==> src/rtl/gidx_defines.svh <==
// offsets, field positions and reset values of the global interrupt index slice
// assumes byte-wide register addressing inside a 256-byte page
`ifndef GIDX_DEFINES_SVH
`define GIDX_DEFINES_SVH

`define GIDX_GLOBAL_SPAN      8'h10
`define GIDX_OFF_CONV_EN      8'h05
`define GIDX_OFF_EXT_INDEX    8'h06
`define GIDX_OFF_INT_INDEX    8'h0a
`define GIDX_OFF_DIR          8'h10
`define GIDX_DIR_PAGE         2'h0

`define GIDX_CONV_EN_RESET    8'h00
`define GIDX_INDEX_RESET      32'h0000_0000
`define GIDX_DIR_RESET        32'hffff_77ff

`define GIDX_BIT_SMALL_BUCK_A 0
`define GIDX_BIT_SMALL_BUCK_B 1
`define GIDX_BIT_LARGE_BUCK   2
`define GIDX_BIT_FIVE_V_BOOST 3
`define GIDX_BIT_BL_BOOST     4
`define GIDX_BIT_CLASS_D      7

`define GIDX_BIT_GPIO_FIRST   1
`define GIDX_BIT_SHORT_PRESS  12
`define GIDX_BIT_MID_PRESS    14
`define GIDX_BIT_BOTH         15
`define GIDX_BIT_WATCHDOG     16
`define GIDX_BIT_GP_TIMER     17
`define GIDX_BIT_ALARM_ONE    18
`define GIDX_BIT_ALARM_TWO    19
`define GIDX_BIT_REG_FAULT    20
`define GIDX_BIT_CONV_FAULT   21
`define GIDX_BIT_CHARGER      22
`define GIDX_BIT_AMP_FAULT    23
`define GIDX_BIT_PEN_DOWN     24
`define GIDX_BIT_TEMP_HIGH    25
`define GIDX_BIT_BATT_LOW     26
`define GIDX_BIT_SYS_LOW      27
`define GIDX_BIT_ADC_OTHER    28
`define GIDX_BIT_BATT_XLOW    29
`define GIDX_BIT_TEMP_XHIGH   30

`endif

==> src/rtl/gidx_pkg.sv <==
// types shared by the global interrupt index slice
// assumes nothing beyond a SystemVerilog compiler
package gidx_pkg;
  typedef logic [7:0]  gidx_byte_t;
  typedef logic [31:0] gidx_word_t;
  typedef logic [1:0]  gidx_page_t;
endpackage : gidx_pkg

==> src/rtl/gidx_src_if.sv <==
// carrier between source mapper, direction router and the top
// assumes all members live on ref_clk
interface gidx_src_if;
  import gidx_pkg::*;
  gidx_word_t pending;
  gidx_word_t dir;
  gidx_word_t ext_view;
  gidx_word_t int_view;
  modport mapper (output pending);
  modport router (input pending, input dir, output ext_view, output int_view);
endinterface : gidx_src_if

==> src/rtl/gidx_route.sv <==
// steers each pending source to the host view, the controller view or both
// assumes direction word and pending word share one bit map
`include "gidx_defines.svh"
module gidx_route
  import gidx_pkg::*;
(
  gidx_src_if.router src
);
  logic both;
  assign both = src.dir[`GIDX_BIT_BOTH];

  for (genvar b = 0; b < 32; b++) begin : g_bit
    assign src.ext_view[b] = src.pending[b] & (~src.dir[b] | both);
    assign src.int_view[b] = src.pending[b] & ( src.dir[b] | both);
  end
endmodule : gidx_route

==> src/rtl/gidx_src_map.sv <==
// places module status flags onto the 32-bit source word
// assumes flags come from logic on the same clock
`include "gidx_defines.svh"
module gidx_src_map
  import gidx_pkg::*;
#(
  parameter int GPIO_N = 10
) (
  input  wire logic [GPIO_N-1:0] gpio_flag,
  input  wire logic              short_press_event,
  input  wire logic              mid_press_event,
  input  wire logic              watchdog_timeout,
  input  wire logic              general_timer_timeout,
  input  wire logic              alarm_one_event,
  input  wire logic              alarm_two_event,
  input  wire logic [7:0]        regulator_fault,
  input  wire logic [3:0]        converter_fault,
  input  wire logic              charger_event,
  input  wire logic              amp_status_a_bit4,
  input  wire logic              amp_status_b_bit4,
  input  wire logic              pen_down,
  input  wire logic              die_temp_high,
  input  wire logic              batt_low,
  input  wire logic              sys_low,
  input  wire logic              adc_other,
  input  wire logic              batt_extreme_low,
  input  wire logic              die_temp_extreme,
  gidx_src_if.mapper             src
);
  if (GPIO_N != 10) begin : g_bad_gpio_n
    $error("gidx_src_map: only ten gpio sources fit the index");
  end

  gidx_word_t word;

  for (genvar g = 0; g < GPIO_N; g++) begin : g_gpio
    assign word[`GIDX_BIT_GPIO_FIRST + g] = gpio_flag[g];
  end

  assign word[0]                     = 1'b0;
  assign word[11]                    = 1'b0;
  assign word[`GIDX_BIT_SHORT_PRESS] = short_press_event;
  assign word[13]                    = 1'b0;
  assign word[`GIDX_BIT_MID_PRESS]   = mid_press_event;
  assign word[`GIDX_BIT_BOTH]        = 1'b0;
  assign word[`GIDX_BIT_WATCHDOG]    = watchdog_timeout;
  assign word[`GIDX_BIT_GP_TIMER]    = general_timer_timeout;
  assign word[`GIDX_BIT_ALARM_ONE]   = alarm_one_event;
  assign word[`GIDX_BIT_ALARM_TWO]   = alarm_two_event;
  assign word[`GIDX_BIT_REG_FAULT]   = |regulator_fault;
  assign word[`GIDX_BIT_CONV_FAULT]  = |converter_fault;
  assign word[`GIDX_BIT_CHARGER]     = charger_event;
  assign word[`GIDX_BIT_AMP_FAULT]   = amp_status_a_bit4 & amp_status_b_bit4;
  assign word[`GIDX_BIT_PEN_DOWN]    = pen_down;
  assign word[`GIDX_BIT_TEMP_HIGH]   = die_temp_high;
  assign word[`GIDX_BIT_BATT_LOW]    = batt_low;
  assign word[`GIDX_BIT_SYS_LOW]     = sys_low;
  assign word[`GIDX_BIT_ADC_OTHER]   = adc_other;
  assign word[`GIDX_BIT_BATT_XLOW]   = batt_extreme_low;
  assign word[`GIDX_BIT_TEMP_XHIGH]  = die_temp_extreme;
  assign word[31]                    = 1'b0;

  assign src.pending = word;
endmodule : gidx_src_map

==> src/rtl/gidx_top.sv <==
// global register slice: converter enables, interrupt direction, two index views
// assumes byte register port on ref_clk, flags from same-clock module logic
`include "gidx_defines.svh"
module gidx_top
  import gidx_pkg::*;
#(
  parameter int GPIO_N = 10
) (
  input  wire logic              ref_clk,
  input  wire logic              rst_b,
  input  wire logic [1:0]        page,
  input  wire logic [7:0]        reg_addr,
  input  wire logic              reg_wr,
  input  wire logic [7:0]        reg_wdata,
  output logic      [7:0]        reg_rdata,
  input  wire logic [GPIO_N-1:0] gpio_flag,
  input  wire logic              short_press_event,
  input  wire logic              mid_press_event,
  input  wire logic              watchdog_timeout,
  input  wire logic              general_timer_timeout,
  input  wire logic              alarm_one_event,
  input  wire logic              alarm_two_event,
  input  wire logic [7:0]        regulator_fault,
  input  wire logic [3:0]        converter_fault,
  input  wire logic              charger_event,
  input  wire logic              amp_status_a_bit4,
  input  wire logic              amp_status_b_bit4,
  input  wire logic              pen_down,
  input  wire logic              die_temp_high,
  input  wire logic              batt_low,
  input  wire logic              sys_low,
  input  wire logic              adc_other,
  input  wire logic              batt_extreme_low,
  input  wire logic              die_temp_extreme,
  output logic                   small_buck_a_on,
  output logic                   small_buck_b_on,
  output logic                   large_buck_on,
  output logic                   five_volt_boost_on,
  output logic                   backlight_boost_on,
  output logic                   class_d_on,
  output logic      [31:0]       host_irq_view,
  output logic      [31:0]       cpu_irq_view,
  output logic                   host_irq,
  output logic                   cpu_irq
);
  if (GPIO_N != 10) begin : g_bad_gpio_n
    $error("gidx_top: index map holds exactly ten gpio sources");
  end

  gidx_src_if src ();

  gidx_byte_t conv_en;
  gidx_word_t dir;

  gidx_src_map #(
    .GPIO_N (GPIO_N)
  ) u_map (
    .gpio_flag             (gpio_flag),
    .short_press_event     (short_press_event),
    .mid_press_event       (mid_press_event),
    .watchdog_timeout      (watchdog_timeout),
    .general_timer_timeout (general_timer_timeout),
    .alarm_one_event       (alarm_one_event),
    .alarm_two_event       (alarm_two_event),
    .regulator_fault       (regulator_fault),
    .converter_fault       (converter_fault),
    .charger_event         (charger_event),
    .amp_status_a_bit4     (amp_status_a_bit4),
    .amp_status_b_bit4     (amp_status_b_bit4),
    .pen_down              (pen_down),
    .die_temp_high         (die_temp_high),
    .batt_low              (batt_low),
    .sys_low               (sys_low),
    .adc_other             (adc_other),
    .batt_extreme_low      (batt_extreme_low),
    .die_temp_extreme      (die_temp_extreme),
    .src                   (src)
  );

  gidx_route u_route (
    .src (src)
  );

  assign src.dir = dir;

  // address decode
  logic       is_global;
  logic       hit_conv;
  logic       hit_ext;
  logic       hit_int;
  logic       hit_dir;
  logic [1:0] lane;

  assign is_global = reg_addr < `GIDX_GLOBAL_SPAN;
  assign hit_conv  = is_global && reg_addr == `GIDX_OFF_CONV_EN;
  assign hit_ext   = is_global && reg_addr >= `GIDX_OFF_EXT_INDEX && reg_addr < `GIDX_OFF_INT_INDEX;
  assign hit_int   = is_global && reg_addr >= `GIDX_OFF_INT_INDEX && reg_addr < `GIDX_GLOBAL_SPAN;
  assign hit_dir   = page == `GIDX_DIR_PAGE && reg_addr >= `GIDX_OFF_DIR
                     && reg_addr < 8'(`GIDX_OFF_DIR + 8'h04);
  assign lane      = hit_ext ? 2'(reg_addr - `GIDX_OFF_EXT_INDEX)
                   : hit_int ? 2'(reg_addr - `GIDX_OFF_INT_INDEX)
                   : 2'(reg_addr - `GIDX_OFF_DIR);

  // converter enables
  always_ff @(posedge ref_clk or negedge rst_b) begin
    if (!rst_b) begin
      conv_en <= `GIDX_CONV_EN_RESET;
    end else if (reg_wr && hit_conv) begin
      conv_en <= reg_wdata;
    end
  end

  assign small_buck_a_on    = conv_en[`GIDX_BIT_SMALL_BUCK_A];
  assign small_buck_b_on    = conv_en[`GIDX_BIT_SMALL_BUCK_B];
  assign large_buck_on      = conv_en[`GIDX_BIT_LARGE_BUCK];
  assign five_volt_boost_on = conv_en[`GIDX_BIT_FIVE_V_BOOST];
  assign backlight_boost_on = conv_en[`GIDX_BIT_BL_BOOST];
  assign class_d_on         = conv_en[`GIDX_BIT_CLASS_D];

  // direction word, one byte lane per write
  always_ff @(posedge ref_clk or negedge rst_b) begin
    if (!rst_b) begin
      dir <= `GIDX_DIR_RESET;
    end else if (reg_wr && hit_dir) begin
      dir[lane*8 +: 8] <= reg_wdata;
    end
  end

  // registered copies of the routed views
  always_ff @(posedge ref_clk or negedge rst_b) begin
    if (!rst_b) begin
      host_irq_view <= `GIDX_INDEX_RESET;
      cpu_irq_view  <= `GIDX_INDEX_RESET;
    end else begin
      host_irq_view <= src.ext_view;
      cpu_irq_view  <= src.int_view;
    end
  end

  assign host_irq = |host_irq_view;
  assign cpu_irq  = |cpu_irq_view;

  // read mux: index lanes are live, writes to them fall through
  always_comb begin
    reg_rdata = 8'h00;
    if (hit_conv) begin
      reg_rdata = conv_en;
    end else if (hit_ext) begin
      reg_rdata = src.ext_view[lane*8 +: 8];
    end else if (hit_int) begin
      reg_rdata = src.int_view[lane*8 +: 8];
    end else if (hit_dir) begin
      reg_rdata = dir[lane*8 +: 8];
    end
  end
endmodule : gidx_top

==> config.mk <==
export PLATFORM = sky130hd
export DESIGN_NAME = gidx_top
export DESIGN_NICKNAME = d
export VERILOG_FILES = /design/src/rtl/gidx_pkg.sv /design/src/rtl/gidx_src_if.sv /design/src/rtl/gidx_route.sv /design/src/rtl/gidx_src_map.sv /design/src/rtl/gidx_top.sv
export VERILOG_INCLUDE_DIRS = /design/src /design/src/rtl
export SDC_FILE = /design/constraint.sdc
export NUM_CORES = 1
export LEC_CHECK = 0
export BUFFER_PORTS_ARGS = -buffer_cell sky130_fd_sc_hd__buf_4
export CAP_MARGIN = 40
export CORE_MARGIN = 2
export CORE_UTILIZATION = 45
export DETAILED_ROUTE_END_ITERATION = 8
export PLACE_DENSITY = 0.69
export SYNTH_ARGS = -nofsm -noshare
export SYNTH_HDL_FRONTEND = slang
export SYNTH_HIERARCHICAL = 1
export SYNTH_SLANG_ARGS = --single-unit
==> constraint.sdc <==
create_clock -name ref_clk -period 5.6 [get_ports ref_clk]
set_input_delay 0.28 -clock ref_clk [delete_from_list [all_inputs] [get_ports ref_clk]]
set_output_delay 0.28 -clock ref_clk [all_outputs]
set_load 0.005 [all_outputs]
==> results of run 1 <==
-- worst reg2reg max path, stage by stage (launching register included) --
cell      delay (ns)
dfrtp_1         0.40
inv_2           0.62
a21boi_0        0.28
-- cell usage after synthesis, drive strengths merged --
cell	n
dfrtp	74
nand2	60
buf	47
a21boi	34
o21a	31
dfstp	30
o21ai	30
mux2i	27
mux2	19
nand3	19
nor4	18
clkbuf	14
nor2	11
o221ai	10
a31oi	9
a22o	8
a21oi	6
nand4	5
nor3	5
mux4	4
or4	4
a22oi	3
and2	3
nand2b	3
nand3b	3
o31ai	3
or3	3
ha	2
inv	2
nor2b	2
or2	2
a211oi	1
a41oi	1
and3	1
and3b	1
clkinv	1
conb	1
nor3b	1
nor4b	1
o211ai	1
o22ai	1
o31a	1
-- registers in the layout, indices dropped and copies added (netlist names) --
name / count
cpu_irq_view: 32
dir: 32
host_irq_view: 32
conv_en: 8
-- power by group --
part	switching, mW	total, mW	internal, mW	leakage, nW
logic	0.0933	0.178	0.0846	1.59
clock network	0.274	0.624	0.350	0.142
registers	0.0137	0.783	0.770	1.26
total	0.381	1.59	1.20	2.99
-- through the flow --
step / power [mW] / util [%] / cells
floorplan: 0.8844 / - / 506
global placement: 0.9693 / 53.14 / 733
detailed placement: 0.9725 / 53.14 / 733
CTS: 1.589 / 55.65 / 750
global route: 1.644 / 55.65 / 750
finish: 1.586 / 55.65 / 750
-- cells by family after synthesis --
group / count (synthesis)
simple gates: 142
fa+ha+maj: 2
mux: 50
compound gates: 139
buf+inv: 64
flops: 104
other cells: 1
-- worst paths after layout --
kind	from	to	slack, ns
setup / recovery	reg_addr[7]	reg_rdata[0]	2.67
hold / removal	gpio_flag[5]	cpu_irq_view[6]	0.18
setup reg to reg	dir[15]	host_irq_view[20]	4.13
hold reg to reg	dir[6]	dir[6]	0.49
max in group asynchronous	rst_b	conv_en[0]	4.03
min in group asynchronous	rst_b	host_irq_view[11]	0.41
-- cell type report --
cell class              instances  area [sq um]  area share, %
clock inverters                 4         53.80         0.8083
inverters                       3         12.51         0.1880
flip-flops and latches        104          2640          39.66
well taps                     147         183.9          2.763
repair buffers                142          1069          16.05
multi-input cells             338          2461          36.97
clock buffers                  12         236.5          3.553
-- cells in the final DEF (no fill, tap or decap), types with 7 or more instances in the layout --
cell       count
buf_4        141
dfrtp_1       74
nand2_1       59
o21a_1        31
dfstp_2       30
a21boi_2      30
mux2i_1       27
o21ai_1       21
nand3_1       18
nor4_1        18
mux2_2        11
nor2_1        10
o221ai_1      10
a31oi_1        9
clkbuf_16      9
mux2_4         8
a22o_1         8
o21ai_0        7
-- routing by layer --
metal	vias to the layer above	track usage, %	share of wire [%]
li1	2004	-	-
met5	-	0	0
met4	0	7.791	2.3
met3	25	5.188	6.9
met1	2143	36.65	45
met2	204	40.47	46
-- timing repair --
action	in CTS	in global routing
gates resized for setup	0	0
buffers inserted	0	0
hold buffers	1	0
setup endpoints to repair	0	0
hold endpoints to repair	36	0
==> results_dict.tcl, run 1 <==
set metrics [dict create \
    status "completed" \
    ant_nets 0 \
    synth-xor-area-share_pct 0 \
    grt_use_total_pct 25.89 \
    synth_compound_area_share_pct 19.70 \
    fin_ws_ns 2.673 \
    synth_top_family_by_area "compound AO/OA/AOI/OAI gates" \
    worst_pin_slew_ns 0.8542 \
    whs_ns 0.1759 \
    setup_viol 0 \
    clk_path_buf_depth 2 \
    synth-seq-area-share_pct 47.88 \
    min_delay_path_depth 2 \
    num_vias 4376 \
    core_area_sq_um 11960 \
    finalNetCount 659 \
    die_w_microns 114.7 \
    hpwl_microns 12860 \
    num-fill-cells 1075 \
    fin_crit_sh_pct 52.27 \
    start_util_pct 46.10 \
    grt_pass1_wl_microns 25540 \
    avgSynthCellArea_sq_um 10.98 \
    ys_warn_count 6 \
    irDropWorstVdd_uv 192.9 \
    drc 0 \
    cts_root_buf "clkbuf_16" \
    postRouteWirelength_microns 16690 \
    tns_ns 0 \
    area_growth_syn_to_layout_pct 20.72 \
    synth_fa_ha_area_share_pct 0.4538 \
    avgViaCountPerCell 5.835 \
    critPathBufInv 3 \
    gr-total-overflow 0 \
    crit_fanout 22 \
    placed_area_sq_um 6356 \
    drive_gt1_share_pct 41.13 \
    min_period_ns 2.927 \
    clock-sinks 104 \
    rsz0062_at_grt "false" \
    power_density_nw_per_um2 238.2 \
    synth_cell_types 55 \
    yosys-top-cells-area "dfrtp_1 (34%), dfstp_2 (14%), a21boi_2 (6.1%)" \
    yosysTopAreaCell "dfrtp_1" \
    numCtsBuffers 9 \
    synth_mux_area_share_pct 10.96 \
    slew_headroom_pct 42.97 \
    fmax_ghz 0.3416 \
    skew_ns 0.008464 \
    worstPathCellList "buf_4, nor3_1, nand3b_1, o21ai_1, buf_4, mux2i_1, or4_1, a41oi_1, buf_4" \
    postSynthCellCount 502 \
    synth-simple-area-share_pct 13.18 \
    synthesis.area_sq_um 5514 \
    clkTransAtPathRegs_ns 0.07 \
    max_stage_delay_ns 0.42 \
    antenna_found_initial 0 \
    htreeDepth 3 \
    grt_pass1_vias 4347 \
    gp_congestion 0.8870 \
    synth_top_area_share_pct 33.58 \
    crit_type "input pin to output port" \
    die_h_microns 114.7 \
    diodes 0 \
    clock_latency_ns 0.35 \
    critPathSlowestCell "nand3b_1" \
    io_pins 139 \
    maxCapViolations 0 \
    place.port_buffers 138 \
    drtPass1Iterations 5 \
    slew_viol_final 0 \
    cts_tree "done" \
    hold_class "input pin to flop" \
    cp_common_cell "buf_4" \
    fin_area_sq_um 6656 \
    row_count 40 \
    hold_viol 0 \
    required_ns 5.32 \
    rr_worst_depth 2 \
    worst-path-stages 9 \
    grt_max_degree 69 \
    yosys_register_bits 104 \
    end_kind "output port" \
    wire_per_inst_microns 22.25 \
    total_leakage_power_nw 2.990 \
    dr.first_iter.drc_count 351 \
    cp-start-kind "input pin" \
    die-area_sq_um 13150 \
    pre_cts_ws_ns 2.439 \
    arrival_ns 2.65 \
    critPathTopFamily "simple AND/OR/NAND/NOR gates" \
]
(Power assumes the default switching activity.)
==> run 2, diff against run 1 <==
==> constraint.sdc (replaced) <==
create_clock -name ref_clk -period 2.7 [get_ports ref_clk]
set_input_delay 0.135 -clock ref_clk [delete_from_list [all_inputs] [get_ports ref_clk]]
set_output_delay 0.135 -clock ref_clk [all_outputs]
set_load 0.005 [all_outputs]
==> run 2 against run 1 <==
Effect of this change:
- critical path depth did not move
- count of clock-buffer cells in the layout shrank 2
- first-iteration DRC count down 31%
- sequential power is 110% higher
- combinational power rose by 110%
- register-to-register slack worse by 2.8 ns
- final area rose by 1.5%
- clock power increased by 100%
- hold slack worse by 0.15 ns
- flip-flop and latch count unchanged
==> results_dict.tcl, run 2 (synthesized netlist as in run 1, its figures left out) <==
set metrics [dict create \
    die_w_microns 114.7 \
    dr.first_iter.drc_count 242 \
    drive_gt1_share_pct 42.60 \
    numCtsBuffers 9 \
    min_delay_path_depth 3 \
    diodes 0 \
    critPathSlowestCell "inv_2" \
    skew_ns 0.008309 \
    finalPower_mw 3.254 \
    cts_root_buf "clkbuf_16" \
    grt_pass1_wl_microns 25050 \
    clk_path_buf_depth 2 \
    final_cell_mix "buf_4 (152), dfrtp_1 (74), nand2_1 (59)" \
    rr_worst_depth 3 \
    drc 0 \
    core_area_sq_um 11960 \
    hpwl_microns 12750 \
    irDropWorstVdd_uv 243.4 \
    worstPathCellList "inv_2, buf_4, a21boi_2, mux2_2, o22ai_1, nor2_1, nor2_1, a41oi_1, buf_4" \
    top_regs "cpu_irq_view (32), dir (32), host_irq_view (32)" \
    slew_headroom_pct 58.75 \
    required_ns 2.57 \
    start_util_pct 46.10 \
    critPathTopFamily "buffers and inverters" \
    slew_viol_final 0 \
    worst_pin_slew_ns 0.6123 \
    maxCapViolations 0 \
    tns_ns 0 \
    grt_pass1_vias 4435 \
    crit_fanout 22 \
    critPathBufInv 3 \
    crit_type "flop to output port" \
    grt_use_total_pct 25.56 \
    status "completed" \
    ant_nets 0 \
    total_leakage_power_nw 3.051 \
    finalNetCount 671 \
    min_period_ns 2.526 \
    cts_tree "done" \
    drtPass1Iterations 5 \
    max_stage_delay_ns 0.44 \
    wire_per_inst_microns 21.25 \
    num_vias 4365 \
    rsz0062_at_grt "false" \
    layout_commonest_cell "buf_4" \
    cts_setup_buffers 0 \
    place.port_buffers 138 \
    die-area_sq_um 13150 \
    clock_latency_ns 0.35 \
    power_density_nw_per_um2 481.6 \
    wl_met2_microns 7478 \
    worst-path-stages 9 \
    dr_wl_met3_microns 1038 \
    gr-total-overflow 0 \
    hold_class "input pin to flop" \
    grt_max_degree 69 \
    fin_crit_sh_pct 93.55 \
    cts_resized 0 \
    clock-sinks 104 \
    row_count 40 \
    end_kind "output port" \
    avgViaCountPerCell 5.728 \
    cp-start-kind "flop" \
    cts_hold_buf 1 \
    arrival_ns 2.39 \
    die_h_microns 114.7 \
    setup_viol 0 \
    post-route-util_pct 56.49 \
    topRoutingLayerUsed "met4" \
    clkTransAtPathRegs_ns 0.07 \
    hold_viol 0 \
    antenna_found_initial 0 \
    area_growth_syn_to_layout_pct 22.53 \
    postRouteWirelength_microns 16190 \
    htreeDepth 3 \
    gp_congestion 0.9359 \
    met1Wirelength_microns 7218 \
    fmax_ghz 0.3959 \
    io_pins 139 \
]
## run 2: cell type report
class / instances / area (sq um)
Clock buffer: 10 / 239.0
Multi-Input combinational cell: 338 / 2461
Tap cell: 147 / 183.9
Clock inverter: 6 / 48.80
Timing Repair Buffer: 154 / 1171
Sequential cell: 104 / 2640
Inverter: 3 / 12.51
Fill cell: 1050 / 5205
## run 2: through the flow
step / hold slack (ns) / cells / setup slack (ns) / cell area (sq um)
global route: 0.02424 / 762 / 0.01641 / 6756
floorplan: -0.1606 / 506 / 0.1214 / 5529
detailed placement: 0.1132 / 745 / 0.3919 / 6459
global placement: 0.1097 / 745 / 0.4851 / 6459
finish: 0.02214 / 762 / 0.1742 / 6756
CTS: 0.01709 / 762 / 0.1950 / 6756
## run 2: power by group
part,switching [mW],internal [mW],leakage (nW)
Sequential,0.0295,1.60,1.26
Combinational,0.191,0.185,1.65
Clock,0.589,0.664,0.139
Total,0.809,2.44,3.05
## run 2: per-layer routing
metal  track usage, %  vias to the layer above
met5                0                        -
met4            9.880                        0
met3            3.547                       26
met2            41.22                      194
met1            35.18                     2126
li1                 -                     2019
## run 2: final timing paths
path | from | endpoint | slack (ns)
min in group asynchronous | rst_b | host_irq_view[9] | 0.28
min | reg_wdata[4] | dir[12] | 0.02
max | dir[15] | reg_rdata[0] | 0.17
max reg2reg | dir[15] | host_irq_view[19] | 1.32
max in group asynchronous | rst_b | dir[27] | 1.68
min reg2reg | dir[7] | dir[7] | 0.48
## run 2: worst reg2reg max path: stages (launching register included)
cell	delay, ns
dfrtp_1	0.39
inv_2	0.44
buf_4	0.34
a21boi_2	0.09
